==> src/rtl/ref_profile_pkg.sv <==
package ref_profile_pkg;
  // host port geometry
  localparam int ADDR_W = 16;
  localparam int DATA_W = 8;
  localparam int REG_COUNT = 14;
  localparam int IDX_W = 4;

  // bank placement, byte addresses
  localparam logic [15:0] BANK_BASE = 16'h044d;
  localparam logic [15:0] ADDR_B_PRIO = 16'h044d;
  localparam logic [15:0] ADDR_B_BW_LOW = 16'h044e;
  localparam logic [15:0] ADDR_B_BW_MID = 16'h044f;
  localparam logic [15:0] ADDR_B_BW_TOP = 16'h0450;
  localparam logic [15:0] ADDR_B_DIV_LOW = 16'h0451;
  localparam logic [15:0] ADDR_B_DIV_MID = 16'h0452;
  localparam logic [15:0] ADDR_B_DIV_TOP = 16'h0453;
  localparam logic [15:0] ADDR_B_NUM_LOW = 16'h0454;
  localparam logic [15:0] ADDR_B_NUM_MID = 16'h0455;
  localparam logic [15:0] ADDR_B_NUM_TOP = 16'h0456;
  localparam logic [15:0] ADDR_B_MOD_LOW = 16'h0457;
  localparam logic [15:0] ADDR_B_MOD_MID = 16'h0458;
  localparam logic [15:0] ADDR_B_MOD_TOP = 16'h0459;
  localparam logic [15:0] ADDR_C_PRIO = 16'h045a;

  // storage indices relative to the bank base
  localparam logic [3:0] IDX_B_PRIO = 4'h0;
  localparam logic [3:0] IDX_B_BW_LOW = 4'h1;
  localparam logic [3:0] IDX_B_BW_MID = 4'h2;
  localparam logic [3:0] IDX_B_BW_TOP = 4'h3;
  localparam logic [3:0] IDX_B_DIV_LOW = 4'h4;
  localparam logic [3:0] IDX_B_DIV_MID = 4'h5;
  localparam logic [3:0] IDX_B_DIV_TOP = 4'h6;
  localparam logic [3:0] IDX_B_NUM_LOW = 4'h7;
  localparam logic [3:0] IDX_B_NUM_MID = 4'h8;
  localparam logic [3:0] IDX_B_NUM_TOP = 4'h9;
  localparam logic [3:0] IDX_B_MOD_LOW = 4'ha;
  localparam logic [3:0] IDX_B_MOD_MID = 4'hb;
  localparam logic [3:0] IDX_B_MOD_TOP = 4'hc;
  localparam logic [3:0] IDX_C_PRIO = 4'hd;

  // field positions
  localparam int PRIO_ENABLE_BIT = 0;
  localparam int PRIO_LEVEL_LSB = 1;
  localparam int PRIO_LEVEL_MSB = 2;
  localparam int BW_BIT16_POS = 0;
  localparam int FILTER_SEL_POS = 1;
  localparam int DIV_TOP_MSB = 1;

  // field widths
  localparam int BW_W = 17;
  localparam int DIV_W = 18;
  localparam int FRAC_W = 24;

  // reset value shared by every byte
  localparam logic [7:0] RESET_BYTE = 8'h00;
  localparam logic [1:0] PRIO_HIGHEST = 2'h0;

  // writable bits per byte; zero positions are reserved
  localparam logic [7:0] WR_MASK [REG_COUNT] = '{
    8'h07, 8'hff, 8'hff, 8'h03, 8'hff, 8'hff, 8'h03,
    8'hff, 8'hff, 8'hff, 8'hff, 8'hff, 8'hff, 8'h07
  };
endpackage : ref_profile_pkg

==> src/rtl/dpll_ref_profile_regs.sv <==
// Our own choice: the plain strobed port.
`timescale 1ns/1ps
module dpll_ref_profile_regs
  import ref_profile_pkg::*;
(
  // clock and reset
  input wire logic clk_sys,
  input wire logic rst_n,
  // host register port
  input wire logic [ADDR_W-1:0] wr_addr,
  input wire logic [DATA_W-1:0] wr_data,
  input wire logic wr_stb,
  input wire logic [ADDR_W-1:0] rd_addr,
  input wire logic rd_stb,
  output logic [DATA_W-1:0] rd_data,
  output logic rd_valid,
  // reference input b selection
  output logic reference_input_b_enable,
  output logic [1:0] reference_input_b_priority,
  // reference input b loop settings
  output logic [BW_W-1:0] loop_bw_scale,
  output logic loop_bw_zero,
  output logic high_phase_margin,
  // reference input b feedback divider
  output logic [DIV_W-1:0] integer_feedback_divisor_minus1,
  output logic [DIV_W:0] integer_feedback_divisor,
  output logic [FRAC_W-1:0] feedback_numerator,
  output logic [FRAC_W-1:0] feedback_modulus,
  output logic frac_bypass,
  // reference input c selection
  output logic reference_input_c_enable,
  output logic [1:0] reference_input_c_priority
);

  // byte storage of the whole bank
  logic [DATA_W-1:0] reg_file [REG_COUNT];
  logic [IDX_W:0] wr_map;
  logic [IDX_W:0] rd_map;

  // address to {hit, index}; used by the write and the read path
  function automatic logic [IDX_W:0] map_index(input logic [ADDR_W-1:0] a);
    logic [ADDR_W-1:0] d;
    logic hit;
    begin
      d = a - BANK_BASE;
      hit = (a >= BANK_BASE) && (d < ADDR_W'(REG_COUNT));
      map_index = {hit, d[IDX_W-1:0]};
    end
  endfunction : map_index

  // decode both strobes' addresses
  assign wr_map = map_index(wr_addr);
  assign rd_map = map_index(rd_addr);

  // one writable byte per generate step, reserved bits masked off
  genvar gi;
  generate
    for (gi = 0; gi < REG_COUNT; gi++) begin : g_byte
      always_ff @(posedge clk_sys) begin
        if (!rst_n) begin
          reg_file[gi] <= RESET_BYTE;
        end else if (wr_stb && wr_map[IDX_W] && (wr_map[IDX_W-1:0] == IDX_W'(gi))) begin
          reg_file[gi] <= wr_data & WR_MASK[gi];
        end
      end

    end
  endgenerate

  // read data for one cycle after the strobe, zero elsewhere
  always_ff @(posedge clk_sys) begin
    if (!rst_n) begin
      rd_data <= RESET_BYTE;
      rd_valid <= 1'b0;
    end else begin
      rd_valid <= rd_stb;
      if (rd_stb && rd_map[IDX_W]) begin
        rd_data <= reg_file[rd_map[IDX_W-1:0]] & WR_MASK[rd_map[IDX_W-1:0]];
      end else begin
        rd_data <= RESET_BYTE; // unmapped or idle reads zero
      end
    end
  end

  // reference b selection fields
  assign reference_input_b_enable = reg_file[IDX_B_PRIO][PRIO_ENABLE_BIT];
  assign reference_input_b_priority =
    reg_file[IDX_B_PRIO][PRIO_LEVEL_MSB:PRIO_LEVEL_LSB];

  // bandwidth factor: two full bytes and bit 16 from the third
  assign loop_bw_scale = {reg_file[IDX_B_BW_TOP][BW_BIT16_POS],
                          reg_file[IDX_B_BW_MID],
                          reg_file[IDX_B_BW_LOW]};
  assign high_phase_margin = reg_file[IDX_B_BW_TOP][FILTER_SEL_POS];

  // divider fields assembled little endian
  assign integer_feedback_divisor_minus1 = {reg_file[IDX_B_DIV_TOP][DIV_TOP_MSB:0],
                                            reg_file[IDX_B_DIV_MID],
                                            reg_file[IDX_B_DIV_LOW]};
  assign feedback_numerator = {reg_file[IDX_B_NUM_TOP],
                               reg_file[IDX_B_NUM_MID],
                               reg_file[IDX_B_NUM_LOW]};
  assign feedback_modulus = {reg_file[IDX_B_MOD_TOP],
                             reg_file[IDX_B_MOD_MID],
                             reg_file[IDX_B_MOD_LOW]};

  // reference c selection fields
  assign reference_input_c_enable = reg_file[IDX_C_PRIO][PRIO_ENABLE_BIT];
  assign reference_input_c_priority =
    reg_file[IDX_C_PRIO][PRIO_LEVEL_MSB:PRIO_LEVEL_LSB];

  // actual divide ratio, one cycle behind the stored value
  always_ff @(posedge clk_sys) begin
    if (!rst_n) begin
      integer_feedback_divisor <= 19'h00001;
    end else begin
      integer_feedback_divisor <= {1'b0, integer_feedback_divisor_minus1} + 19'h00001;
    end
  end

  // fractional path is bypassed while the modulus is zero
  always_ff @(posedge clk_sys) begin
    if (!rst_n) begin
      frac_bypass <= 1'b1;
    end else begin
      frac_bypass <= (feedback_modulus == 24'h000000);
    end
  end

  // flags a zero bandwidth factor, whose loop behaviour is undefined
  always_ff @(posedge clk_sys) begin
    if (!rst_n) begin
      loop_bw_zero <= 1'b1;
    end else begin
      loop_bw_zero <= (loop_bw_scale == 17'h00000);
    end
  end
endmodule : dpll_ref_profile_regs

==> config.mk <==
export PLATFORM = sky130hd
export DESIGN_NAME = dpll_ref_profile_regs
export DESIGN_NICKNAME = d
export VERILOG_FILES = /design/src/rtl/ref_profile_pkg.sv /design/src/rtl/dpll_ref_profile_regs.sv
export SDC_FILE = /design/constraint.sdc
export NUM_CORES = 1
export LEC_CHECK = 0
export ABC_AREA = 1
export BUFFER_PORTS_ARGS = -buffer_cell sky130_fd_sc_hd__buf_4
export CORE_UTILIZATION = 50
export DETAILED_ROUTE_END_ITERATION = 12
export PLACE_DENSITY = 0.85
export RECOVER_POWER = 25
export SYNTH_ARGS = -nofsm -noshare
export SYNTH_HDL_FRONTEND = slang
export SYNTH_SLANG_ARGS = --single-unit
==> constraint.sdc <==
create_clock -name clk_sys -period 7.3 [get_ports clk_sys]
set_input_delay 2.19 -clock clk_sys [delete_from_list [all_inputs] [get_ports clk_sys]]
set_output_delay 2.19 -clock clk_sys [all_outputs]
set_load 0.01 [all_outputs]
### Word-level counts from Yosys, hierarchy flattened

Memory sizes are Yosys's and may differ from the RTL's.
Cells that the tools add are included.

| cells by class | value |
|---|---|
| muxes and demuxes | 59 |
| reduce and logical (&&, ||, !) cells | 22 |
| shift operators | 0 |
| $add $sub $neg | 3 |
| $lt $le $gt $ge | 5 |
| equal/unequal tests | 13 |
| div/mod/pow operators | 0 |
| multiply operators | 0 |
| bitwise operators | 16 |

Operator list:

| cell | count |
|---|---|
| $mux W8 | 16 |
| $mux W1 | 43 |
| $ge A16 B11 Y1 const B | 2 |
| $lt A16 B4 Y1 const B | 2 |
| $sub A16 B11 Y16 const B | 2 |
| $eq A4 B4 Y1 const B | 6 |
| $logic_not A24 Y1 | 1 |
| $add A18 B1 Y19 const B | 1 |
| $logic_and A1 B1 Y1 | 18 |
| $logic_not A17 Y1 | 1 |
| $eq A4 B3 Y1 const B | 4 |
| $or A1 B1 Y1 | 14 |
| $and A8 B8 Y8 | 1 |
| $eq A4 B2 Y1 const B | 2 |
| $ge A5 B5 Y1 const B | 1 |
| $not A4 Y5 | 1 |
| $eq A4 B1 Y1 const B | 1 |
| $logic_not A4 Y1 | 1 |
| $reduce_and A2 Y1 | 1 |

| word-level totals | value |
|---|---|
| memories kept | 2 |
| flip-flop bits (word level) | 30 |
| latch bits | 0 |
| ROM bits | 128 |
| bits of input ports | 44 |
| output and inout bits | 120 |
| memory bits (writable) | 112 |

Memory list:

| memory | depth | width | read ports | clocked after Yosys merged registers in | wr ports | line | text |
|---|---|---|---|---|---|---|---|
| (no name shown) | 16 | 8 | 1 | 0 | 0 | dpll_ref_profile_regs.sv:78 | `rd_data <= reg_file[rd_map[IDX_W-1:0]] & WR_MASK[rd_map[IDX_W-1:0]];` |
| reg_file | 14 | 8 | 15 | 0 | 14 | dpll_ref_profile_regs.sv:36 | `logic [DATA_W-1:0] reg_file [REG_COUNT];` |

### Depth between registers and ports, before layout

Gate-level depths: netlist of run 1.

| depth | value |
|---|---|
| word-level depth | 9 |
| mapped depth | 16 |
| gate-level depth less buffers | 15 |

### Worst setup path before layout of run 1

OpenSTA, ideal clock, no wires.

| timing path | value |
|---|---|
| path type | input to register |
| start | input wr_addr[0] |
| end | memory reg_file[4][0], enable pin |
| data arrival time | 3.932 ns |
| path slack | 3.039 ns |
| buffers on the path | 1 |
| cell stages on the path | 13 |
| required time | 6.971 ns |
| cell sequence | inv_1 > ha_1 > nor2_1 > nand2_1 > nand2_1 > nand2_1 > nand3_1 > nand3_1 > nor3_2 > and2_4 > buf_6 > nand2_1 > nand2_1 |

RTL lines:

| item | line | text |
|---|---|---|
| start, declared | dpll_ref_profile_regs.sv:10 | `input wire logic [ADDR_W-1:0] wr_addr,` |
| end, declared | dpll_ref_profile_regs.sv:36 |  |

### Worst setup path in the final report of run 1

| timing path | value |
|---|---|
| start | input rst_n |
| end | register rd_data[4] |

| on the way | value |
|---|---|
| cells in the longest elaborated chain, start to end | 1 |

RTL lines:

| item | line | text |
|---|---|---|
| start, declared | dpll_ref_profile_regs.sv:8 | `input wire logic rst_n,` |
| $reduce_and A2 Y1 (no line) | - |  |
| end signal, assigned | dpll_ref_profile_regs.sv:78 |  |
| end, declared | dpll_ref_profile_regs.sv:15 | `output logic [DATA_W-1:0] rd_data,` |

No other way between the ends.
A chain may end at the register's enable or synchronous reset.

==> run_results.csv, run 1 <==
group,metric,value,unit
outcome,status,"complete, but fails checks",
outcome,violations,"capacitance limit, slew limit",
clocking,post_cts_buffers,0,
final_layout,nets,971,
yosys,synth-edff-count,90,
clocking,clockBufferDepth,2,
yosys,ys_types,36,
drt,ant_nets,0,
floorplanning,die_w,114,um
clocking,cts_tree,"yes",
setup_path,worstPathCellList,"clkbuf_1, nand2_1, inv_1, o211ai_1, nor2_1, nand3_1, nor2_1, nand2_1, nor2_1",
sta,fin_skew,0.00525,ns
placement,place_congestion,0.945,
clocking,clkSlewWorstSetupHoldPaths,0.05,ns
setup_path,crit_path_start_kind,"input pin",
final_layout,design_area,0.00801,mm^2
sta,fin_crit_sh,62.7,%
sta,relSlewSlack,-34.3,%
global_routing,antenna_found_initial,0,
setup_path,path_max_fanout,44,
drt,wl_per_cell,18.0,um
yosys,synth_area_per_cell,8.24,um^2
setup_path,setup.worst_path.class,"input pin to register",
placement,placed_area,0.00758,mm^2
sta,finalSetupViolations,0,
drt,via_count,6355,
final_layout,layout_common_cells,"nand2_1, nor2_1, buf_4",
sta,finalHoldViolCount,0,
final_layout,syn2layout_area_growth,28.7,%
floorplanning,rows,40,
floorplanning,io-pin-count,164,
setup_path,critPathMaxStageDelay,1.42,ns
global_routing,grt_max_degree,45,
clocking,insertion_delay,0.42,ns
drt,finalWirelength,19700,um
sta,min_period,4.58,ns
setup_path,crit_family,"buffers and inverters",
yosys,async_flop_share,0,%
final_layout,drive_gt1_share,14.3,%
final_layout,final_common_cell,"nand2_1",
clocking,hold_buffers,0,
setup_path,setup.worst_path.end_class,"register",
floorplanning,coreArea,0.0121,mm^2
power_and_ir_drop,peakVddDrop,0.191,mV
sta,max_freq,218,MHz
sta,hold_slack,0.606,ns
yosys,synth_seq_cells,120,
drt,dr_wl_met3,2530,um
placement,dp.cells,1068,
yosys,syn-num-nets,807,
setup_path,cp.arrival,4.93,ns
placement,dp_hpwl,14100,um
clocking,ctsResizeCount,0,
yosys,netlist_area,0.00622,mm^2
clocking,cts_max_level,4,
global_routing,grt_pass1_wl,30400,um
setup_path,required,7.65,ns
drt,routedLengthMet1,7080,um
drt,drtIter0Drc,719,
yosys,yosys-top-cells-area,"edfxtp_1, nand2_1, nor2_1, dfxtp_1, inv_1",
yosys,yosysTopAreaCell,"edfxtp_1",
clocking,cts-root-buf,"clkbuf_16",
drt,dr.max_layer_used,"met4",
flow_run,cap_violations,1,
global_routing,grt_pass1_vias,5857,
floorplanning,die_height,114,um
final_layout,diodes,0,
power_and_ir_drop,p_per_area,248,mW/mm^2
yosys,yosysTopAreaCellShare,43.4,%
setup_path,cpMostUsedCell,"nor2_1",
sta,rsz0062_at_grt,"false",
sta,tns,0,ns
sta,worst_slew_pin_slew,2.01,ns
sta,slew_violations,45,
yosys,synthFlopType,"edfxtp_1",
drt,drtPass1Iterations,7,
setup_path,cp_slowest_cell,"clkbuf_1",
drt,remaining_drc_errors,0,
yosys,yosysSeqAreaShare,53.1,%
power_and_ir_drop,power_leakage,0.00342,uW
clocking,cts_buffers,17,
drt,via_per_inst,5.78,
floorplanning,start_util,51.6,%
yosys,netlist_instances,755,
global_routing,grtUsageTotal,31.2,%
min_path,min_path_type,"register to register",
drt,wl_met2,9210,um
global_routing,grt.overflow.total,0,
final_layout,layout.cells.non_filler,1099,
setup_path,cp_num_buf_inv,2,
clocking,clock_sinks,120,
yosys,yosys_warnings,0,
floorplanning,dieArea,0.0129,mm^2
placement,portBuffers,163,
-- flip-flops by register name (all words and copies together), names as in the netlist --
name                      count
rd_valid                      1
rd_data                       8
loop_bw_zero                  1
integer_feedback_divisor     19
reg_file                     90
frac_bypass                   1
-- path summary, 6_finish.rpt --
check / from / slack (ns) / cells after the start / endpoint
worst max register to register: reg_file[4][0]$_SDFFCE_PN0P_ / 4.82 / 10 / integer_feedback_divisor[16]$_SDFF_PN0_
worst min-delay path: reg_file[4][2]$_SDFFCE_PN0P_ / 0.61 / 2 / integer_feedback_divisor[2]$_SDFF_PN0_
worst min register to register: reg_file[4][2]$_SDFFCE_PN0P_ / 0.61 / 2 / integer_feedback_divisor[2]$_SDFF_PN0_
worst max-delay path: rst_n / 2.72 / 9 / rd_data[4]$_SDFF_PN0_
-- per-stage QoR --
step	worst slack (ns)	utilization, %	total power, uW
global placement	2.69	62.8	1050
detailed placement	2.59	62.8	1060
CTS	3.01	68.3	1990
floorplan	3.04	-	935
finish	2.72	66.4	1990
global route	2.53	66.4	2040
-- cells by family (layout without fill, tap and decap cells) --
kind of cell,Yosys count,in the layout,synth area share [%]
AOI/OAI and AO/OA,85,85,8.67
xor gates and xnor gates,7,7,0.985
adders and majority gates,8,8,1.61
buffers and inverters,101,277,6.33
DFF,120,120,53.1
and+or+nand+nor,434,434,29.3
-- cells in the mapped netlist, types with 2 or more instances --
library cell / number
nand2_1: 169
nor2_1: 164
edfxtp_1: 90
inv_1: 76
nand3_1: 43
dfxtp_1: 30
a21oi_1: 25
nand4_1: 25
o21ai_0: 17
clkbuf_1: 15
nor4_1: 14
o22ai_1: 11
a22oi_1: 10
nor3_1: 10
ha_1: 8
clkinv_1: 6
o211ai_1: 5
xnor2_1: 5
o2111ai_1: 4
a22o_1: 3
a31oi_1: 3
a221oi_1: 2
buf_1: 2
buf_6: 2
nand3b_1: 2
o31ai_1: 2
or2_2: 2
xor2_1: 2
-- where the power goes --
part           internal, uW  total [uW]  switching (uW)
logic                  86.6         242             155
clock network           665         944             279
registers               767         801            34.3
total                  1520        1990             469
-- worst register-to-register path, stage by stage (launching register included) --
cell	delay, ns
edfxtp_1	0.51
ha_1	0.25
nand3_1	0.12
nor2_1	0.19
nand2_1	0.11
nor3_1	0.33
nand4_1	0.20
nor2_1	0.31
nand3_1	0.17
nand2_1	0.10
nor2_1	0.07
-- per-layer routing --
layer	up-vias	GRT usage, %
met5	-	0
met4	0	16.1
met3	100	8.18
met2	490	51.8
met1	2877	37.5
li1	2888	-
-- layout make-up --
cell class,count,area [um^2]
clock inverter,12,229
multi-input combinational,534,2530
clock buffer,19,433
inverter,82,308
timing repair buffer,164,1000
sequential,120,3300
fill,983,4050
tap,168,210
Note: power is estimated with default switching activity, not from simulation.
==> inputs of run 2 (changes only) <==
--- a/config.mk
+++ b/config.mk
@@ -7,9 +7,9 @@
 export LEC_CHECK = 0
 export ABC_AREA = 1
 export BUFFER_PORTS_ARGS = -buffer_cell sky130_fd_sc_hd__buf_4
-export CORE_UTILIZATION = 50
+export CORE_UTILIZATION = 48
 export DETAILED_ROUTE_END_ITERATION = 12
-export PLACE_DENSITY = 0.85
+export PLACE_DENSITY = 0.86
 export RECOVER_POWER = 25
 export SYNTH_ARGS = -nofsm -noshare
 export SYNTH_HDL_FRONTEND = slang
==> constraint.sdc (replaced) <==
create_clock -name clk_sys -period 3.8 [get_ports clk_sys]
set_input_delay 1.14 -clock clk_sys [delete_from_list [all_inputs] [get_ports clk_sys]]
set_output_delay 1.14 -clock clk_sys [all_outputs]
set_load 0.01 [all_outputs]
==> run_results.csv, run 2 (synthesized netlist as in run 1, its figures left out) <==
group,metric,value,unit
outcome,status,"completed",
clocking,post_cts_buffers,0,
drt,drtIter0Drc,804,
placement,dp_hpwl,14000,um
global_routing,grtUsageTotal,28.7,%
final_layout,final_common_cell,"nand2_1",
placement,place_congestion,0.953,
drt,drtPass1Iterations,7,
drt,finalWirelength,19200,um
placement,portBuffers,163,
placement,placed_area,0.00762,mm^2
floorplanning,io-pin-count,164,
sta,relSlewSlack,58.0,%
clocking,clkSlewWorstSetupHoldPaths,0.05,ns
final_layout,largest_reg_flops,90,
setup_path,crit_path_start_kind,"input pin",
power_and_ir_drop,p_clk_share,42.6,%
sta,finalSetupViolations,0,
min_path,min_path_type,"register to register",
setup_path,cp.arrival,3.39,ns
power_and_ir_drop,p_int,2580,uW
power_and_ir_drop,peakVddDrop,0.300,mV
flow_run,cap_violations,0,
clocking,clockBufferDepth,2,
power_and_ir_drop,seqPwrFrac,44.1,%
drt,via_count,6274,
sta,slew_violations,0,
floorplanning,dieArea,0.0134,mm^2
floorplanning,die_w,116,um
drt,via_per_inst,5.66,
clocking,hold_buffers,0,
power_and_ir_drop,p_per_area,439,mW/mm^2
sta,worst_slew_pin_slew,0.630,ns
final_layout,regMostFlops,"reg_file",
setup_path,rrSetupSlack,1.57,ns
final_layout,drive_gt1_share,14.5,%
final_layout,nets,976,
sta,max_freq,323,MHz
power_and_ir_drop,switching_share,25.8,%
clocking,cts_buffers,17,
final_layout,layout_common_cells,"nand2_1, nor2_1, buf_4",
power_and_ir_drop,p_comb_share,13.4,%
floorplanning,coreArea,0.0126,mm^2
drt,remaining_drc_errors,0,
placement,dp.cells,1077,
sta,min_period,3.10,ns
final_layout,largestRegisters,"reg_file x90, integer_feedback_divisor x19, rd_data x8",
global_routing,grt.overflow.total,0,
drt,ant_nets,0,
sta,fin_crit_sh,81.5,%
setup_path,path_max_fanout,14,
clocking,ctsResizeCount,0,
setup_path,setup.worst_path.class,"input pin to register",
global_routing,grt_pass1_wl,28600,um
clocking,cts_max_level,4,
final_layout,design_area,0.00793,mm^2
floorplanning,die_height,116,um
power_and_ir_drop,switchingPower,898,uW
sta,fin_skew,0.00619,ns
clocking,insertion_delay,0.42,ns
final_layout,syn2layout_area_growth,27.3,%
floorplanning,rows,41,
sta,hold_slack,0.598,ns
floorplanning,start_util,49.3,%
power_and_ir_drop,power_leakage,0.00338,uW
global_routing,grt_max_degree,45,
setup_path,required,4.10,ns
setup_path,setup.worst_path.end_class,"register",
clocking,clock_sinks,120,
global_routing,antenna_found_initial,0,
final_layout,fillers,1088,
final_layout,diodes,0,
drt,wl_per_cell,17.3,um
final_layout,layout.cells.non_filler,1109,
clocking,cts-root-buf,"clkbuf_16",
clocking,cts_tree,"yes",
final_layout,final_util,62.8,%
sta,rsz0062_at_grt,"false",
global_routing,grt_pass1_vias,5677,
sta,tns,0,ns
sta,finalHoldViolCount,0,
-- run 2: cell count changes in the layout (fill, tap and decap cells not counted) --
cell,before,now
buf_4,103,105
clkinv_2,0,5
bufinv_16,7,2
clkinvlp_4,0,1
clkbuf_1,63,66
-- run 2: stage by stage --
stage	worst slack [ns]	total power, uW
floorplan	0.589	1800
global placement	0.425	2030
detailed placement	0.410	2030
CTS	0.797	3490
global route	0.494	3580
finish	0.702	3480
-- run 2: power by group through the flow --
stage	Clock, uW	Sequential [uW]	Combinational (uW)
global placement	0	1560	470
detailed placement	0	1560	477
floorplan	0	1570	231
finish	1480	1530	465
global route	1540	1540	507
CTS	1480	1530	481
-- run 2: per-layer routing --
layer	global-route usage (%)	wire length, um	up-vias
met5	0	0	-
met4	13.8	554	0
met3	6.90	2300	51
met2	49.0	9090	460
met1	34.1	7300	2870
li1	-	-	2893
-- run 2: layout make-up --
type                    instances  area (um^2)  share of cell area (%)
multi-input cells             534         2530                    31.9
repair buffers                169         1030                    13.0
inverters                      82          308                    3.88
clock inverters                13          111                    1.41
flip-flops and latches        120         3300                    41.7
well taps                     172          215                    2.72
clock buffers                  19          433                    5.46
-- run 2: critical path, cell delays in order --
cell and delay [ns]:
buf_4 0.16, inv_1 0.13, ha_1 0.37, nand2_1 0.28
clkinv_1 0.29, buf_4 0.27, a22oi_1 0.22, nand3_1 0.15
nand3_1 0.13, o21ai_0 0.12, inv_1 0.08, nor2_1 0.04
-- run 2: worst paths after layout --
path,startpoint,endpoint,cells after the start
max,rd_addr[0],rd_data[0]$_SDFF_PN0_,12
min,reg_file[12][2]$_SDFFCE_PN0P_,frac_bypass$_SDFF_PN1_,3
max reg2reg,reg_file[4][0]$_SDFFCE_PN0P_,integer_feedback_divisor[14]$_SDFF_PN0_,10
min reg2reg,reg_file[12][2]$_SDFFCE_PN0P_,frac_bypass$_SDFF_PN1_,3
==> inputs of run 3 (changes only) <==
--- a/config.mk
+++ b/config.mk
@@ -7,9 +7,9 @@
 export LEC_CHECK = 0
 export ABC_AREA = 1
 export BUFFER_PORTS_ARGS = -buffer_cell sky130_fd_sc_hd__buf_4
-export CORE_UTILIZATION = 48
+export CORE_UTILIZATION = 50
 export DETAILED_ROUTE_END_ITERATION = 12
-export PLACE_DENSITY = 0.86
+export PLACE_DENSITY = 0.85
 export RECOVER_POWER = 25
 export SYNTH_ARGS = -nofsm -noshare
 export SYNTH_HDL_FRONTEND = slang
==> constraint.sdc (replaced) <==
create_clock -name clk_sys -period 3.2 [get_ports clk_sys]
set_input_delay 0.96 -clock clk_sys [delete_from_list [all_inputs] [get_ports clk_sys]]
set_output_delay 0.96 -clock clk_sys [all_outputs]
set_load 0.01 [all_outputs]
==> run_results.csv, run 3 (synthesized netlist as in run 1, its figures left out) <==
group,metric,value,unit
final_layout,drive_gt1_share,15.4,%
clocking,cts_buffers,17,
setup_path,required,3.28,ns
sta,rsz0062_at_grt,"false",
clocking,hold_buffers,0,
min_path,min-delay-start,"reg_file[12][0]$_SDFFCE_PN0P_",
global_routing,grt_pass1_vias,5943,
placement,dp_hpwl,14300,um
drt,via_per_inst,5.76,
setup_path,crit_path_start_kind,"input pin",
final_layout,final_util,66.4,%
placement,portBuffers,163,
setup_path,setup.worst_path.class,"input pin to register",
floorplanning,rows,40,
floorplanning,io-pin-count,164,
global_routing,grt_pass1_wl,31000,um
setup_path,cp_num_buf_inv,3,
sta,finalHoldViolCount,0,
clocking,clkSlewWorstSetupHoldPaths,0.05,ns
sta,worst_slack,0.445,ns
clocking,ctsResizeCount,0,
outcome,status,"completed",
drt,remaining_drc_errors,0,
setup_path,critPathMaxStageDelay,0.29,ns
global_routing,grt.overflow.total,0,
floorplanning,coreArea,0.0121,mm^2
global_routing,grtUsageTotal,31.8,%
placement,placed_area,0.00772,mm^2
sta,slew_violations,0,
floorplanning,die_height,114,um
sta,max_freq,363,MHz
global_routing,antenna_found_initial,0,
power_and_ir_drop,power_leakage,0.00343,uW
clocking,cts-root-buf,"clkbuf_16",
clocking,clockBufferDepth,2,
min_path,hold_depth,3,
min_path,hold_end,"frac_bypass$_SDFF_PN1_",
global_routing,grt_max_degree,44,
sta,worst_slew_pin_slew,0.700,ns
clocking,post_cts_buffers,0,
floorplanning,die_w,114,um
sta,tns,0,ns
drt,via_count,6451,
floorplanning,dieArea,0.0129,mm^2
flow_run,cap_violations,0,
sta,fin_crit_sh,86.1,%
final_layout,final_common_cell,"nand2_1",
floorplanning,start_util,51.6,%
placement,dp.cells,1087,
final_layout,design_area,0.00801,mm^2
final_layout,nets,990,
placement,place_ws,0.0350,ns
setup_path,crit_family,"simple AND/OR/NAND/NOR gates",
sta,fin_skew,0.0106,ns
setup_path,rrSetupSlack,0.81,ns
setup_path,cp.arrival,2.83,ns
final_layout,layout.cells.non_filler,1119,
final_layout,regMostFlops,"reg_file",
setup_path,setup.worst_path.end_class,"register",
drt,drtIter0Drc,923,
drt,ant_nets,0,
setup_path,crit-reg2reg-launch,"reg_file[4][0]$_SDFFCE_PN0P_",
final_layout,syn2layout_area_growth,28.7,%
setup_path,cp_slowest_cell,"nand2_1",
setup_path,worstPathCellList,"buf_4, inv_1, ha_1, inv_1, nand3_1, nand2_1, nand2_1, nand2_1, nand2_1, nand2_1, nor2_1, nand3_1, nor2_2, and2_4, nand2_1, nand2_1",
setup_path,path_max_fanout,14,
final_layout,largest_reg_flops,90,
clocking,insertion_delay,0.42,ns
drt,wl_per_cell,18.2,um
placement,place_congestion,0.956,
sta,min_period,2.75,ns
final_layout,largestRegisters,"reg_file x90, integer_feedback_divisor x19, rd_data x8",
power_and_ir_drop,peakVddDrop,0.508,mV
power_and_ir_drop,p_per_area,521,mW/mm^2
clocking,cts_max_level,4,
final_layout,diodes,0,
min_path,min_path_type,"register to register",
clocking,clock_sinks,120,
sta,relSlewSlack,53.3,%
setup_path,reg2reg_depth,10,
clocking,cts_tree,"yes",
drt,drtPass1Iterations,7,
sta,finalSetupViolations,0,
setup_path,cpMostUsedCell,"nand2_1",
setup_path,r2r_end,"integer_feedback_divisor[14]$_SDFF_PN0_",
drt,finalWirelength,20300,um
final_layout,layout_common_cells,"nand2_1, nor2_1, buf_4",
==> run 3: cell count changes in the layout (fill, tap and decap cells not counted) <==
cell,delta
clkinv_2,-1
clkinvlp_4,+1
clkinv_1,-2
buf_4,+8
clkbuf_4,+2
clkbuf_1,+6
==> run 3: worst min-delay path, cell delays in order (launching register included) <==
cell      delay, ns
edfxtp_1       0.37
nor4_1         0.07
nand2_1        0.06
o21ai_0        0.07
==> run 3: cell type report <==
cell class	instances	area [um^2]
fillers	955	4050
flip-flops and latches	120	3300
multi-input cells	534	2530
repair buffers	183	1120
clock buffers	21	440
inverters	82	308
well taps	168	210
clock inverters	11	106
==> run 3: metrics by stage <==
step / hold slack (ns) / total power, uW
2_1_floorplan: 0.533 / 2130
3_3_place_gp: 0.590 / 2420
3_5_place_dp: 0.588 / 2430
4_1_cts: 0.611 / 4180
5_1_grt: 0.657 / 4290
6_report: 0.609 / 4180
==> run 3: worst max-delay path by stage <==
stage                from                      endpoint  slack, ns  cells past startpoint
6_report       wr_addr[0]  reg_file[8][5]$_SDFFCE_PN0P_       0.45                     16
5_1_grt        wr_addr[0]  reg_file[8][0]$_SDFFCE_PN0P_       0.18                     13
4_1_cts        wr_addr[0]  reg_file[8][5]$_SDFFCE_PN0P_       0.44                     16
3_5_place_dp   wr_addr[0]  reg_file[4][6]$_SDFFCE_PN0P_       0.04                     16
3_3_place_gp   wr_addr[0]  reg_file[1][2]$_SDFFCE_PN0P_       0.11                     16
2_1_floorplan  wr_addr[0]  reg_file[4][0]$_SDFFCE_PN0P_       0.17                     13
==> run 3: power by group <==
part	switching [uW]	leakage, uW	internal (uW)
logic	367	0.00206	209
clock network	647	0.000263	1130
registers	77.7	0.00110	1750
total	1090	0.00343	3080
==> run 3: layer usage <==
metal	share of wire, %	GRT usage, %
met1	35	37.3
met2	46	53.0
met3	13	9.19
met5	0	0
met4	5.5	16.6
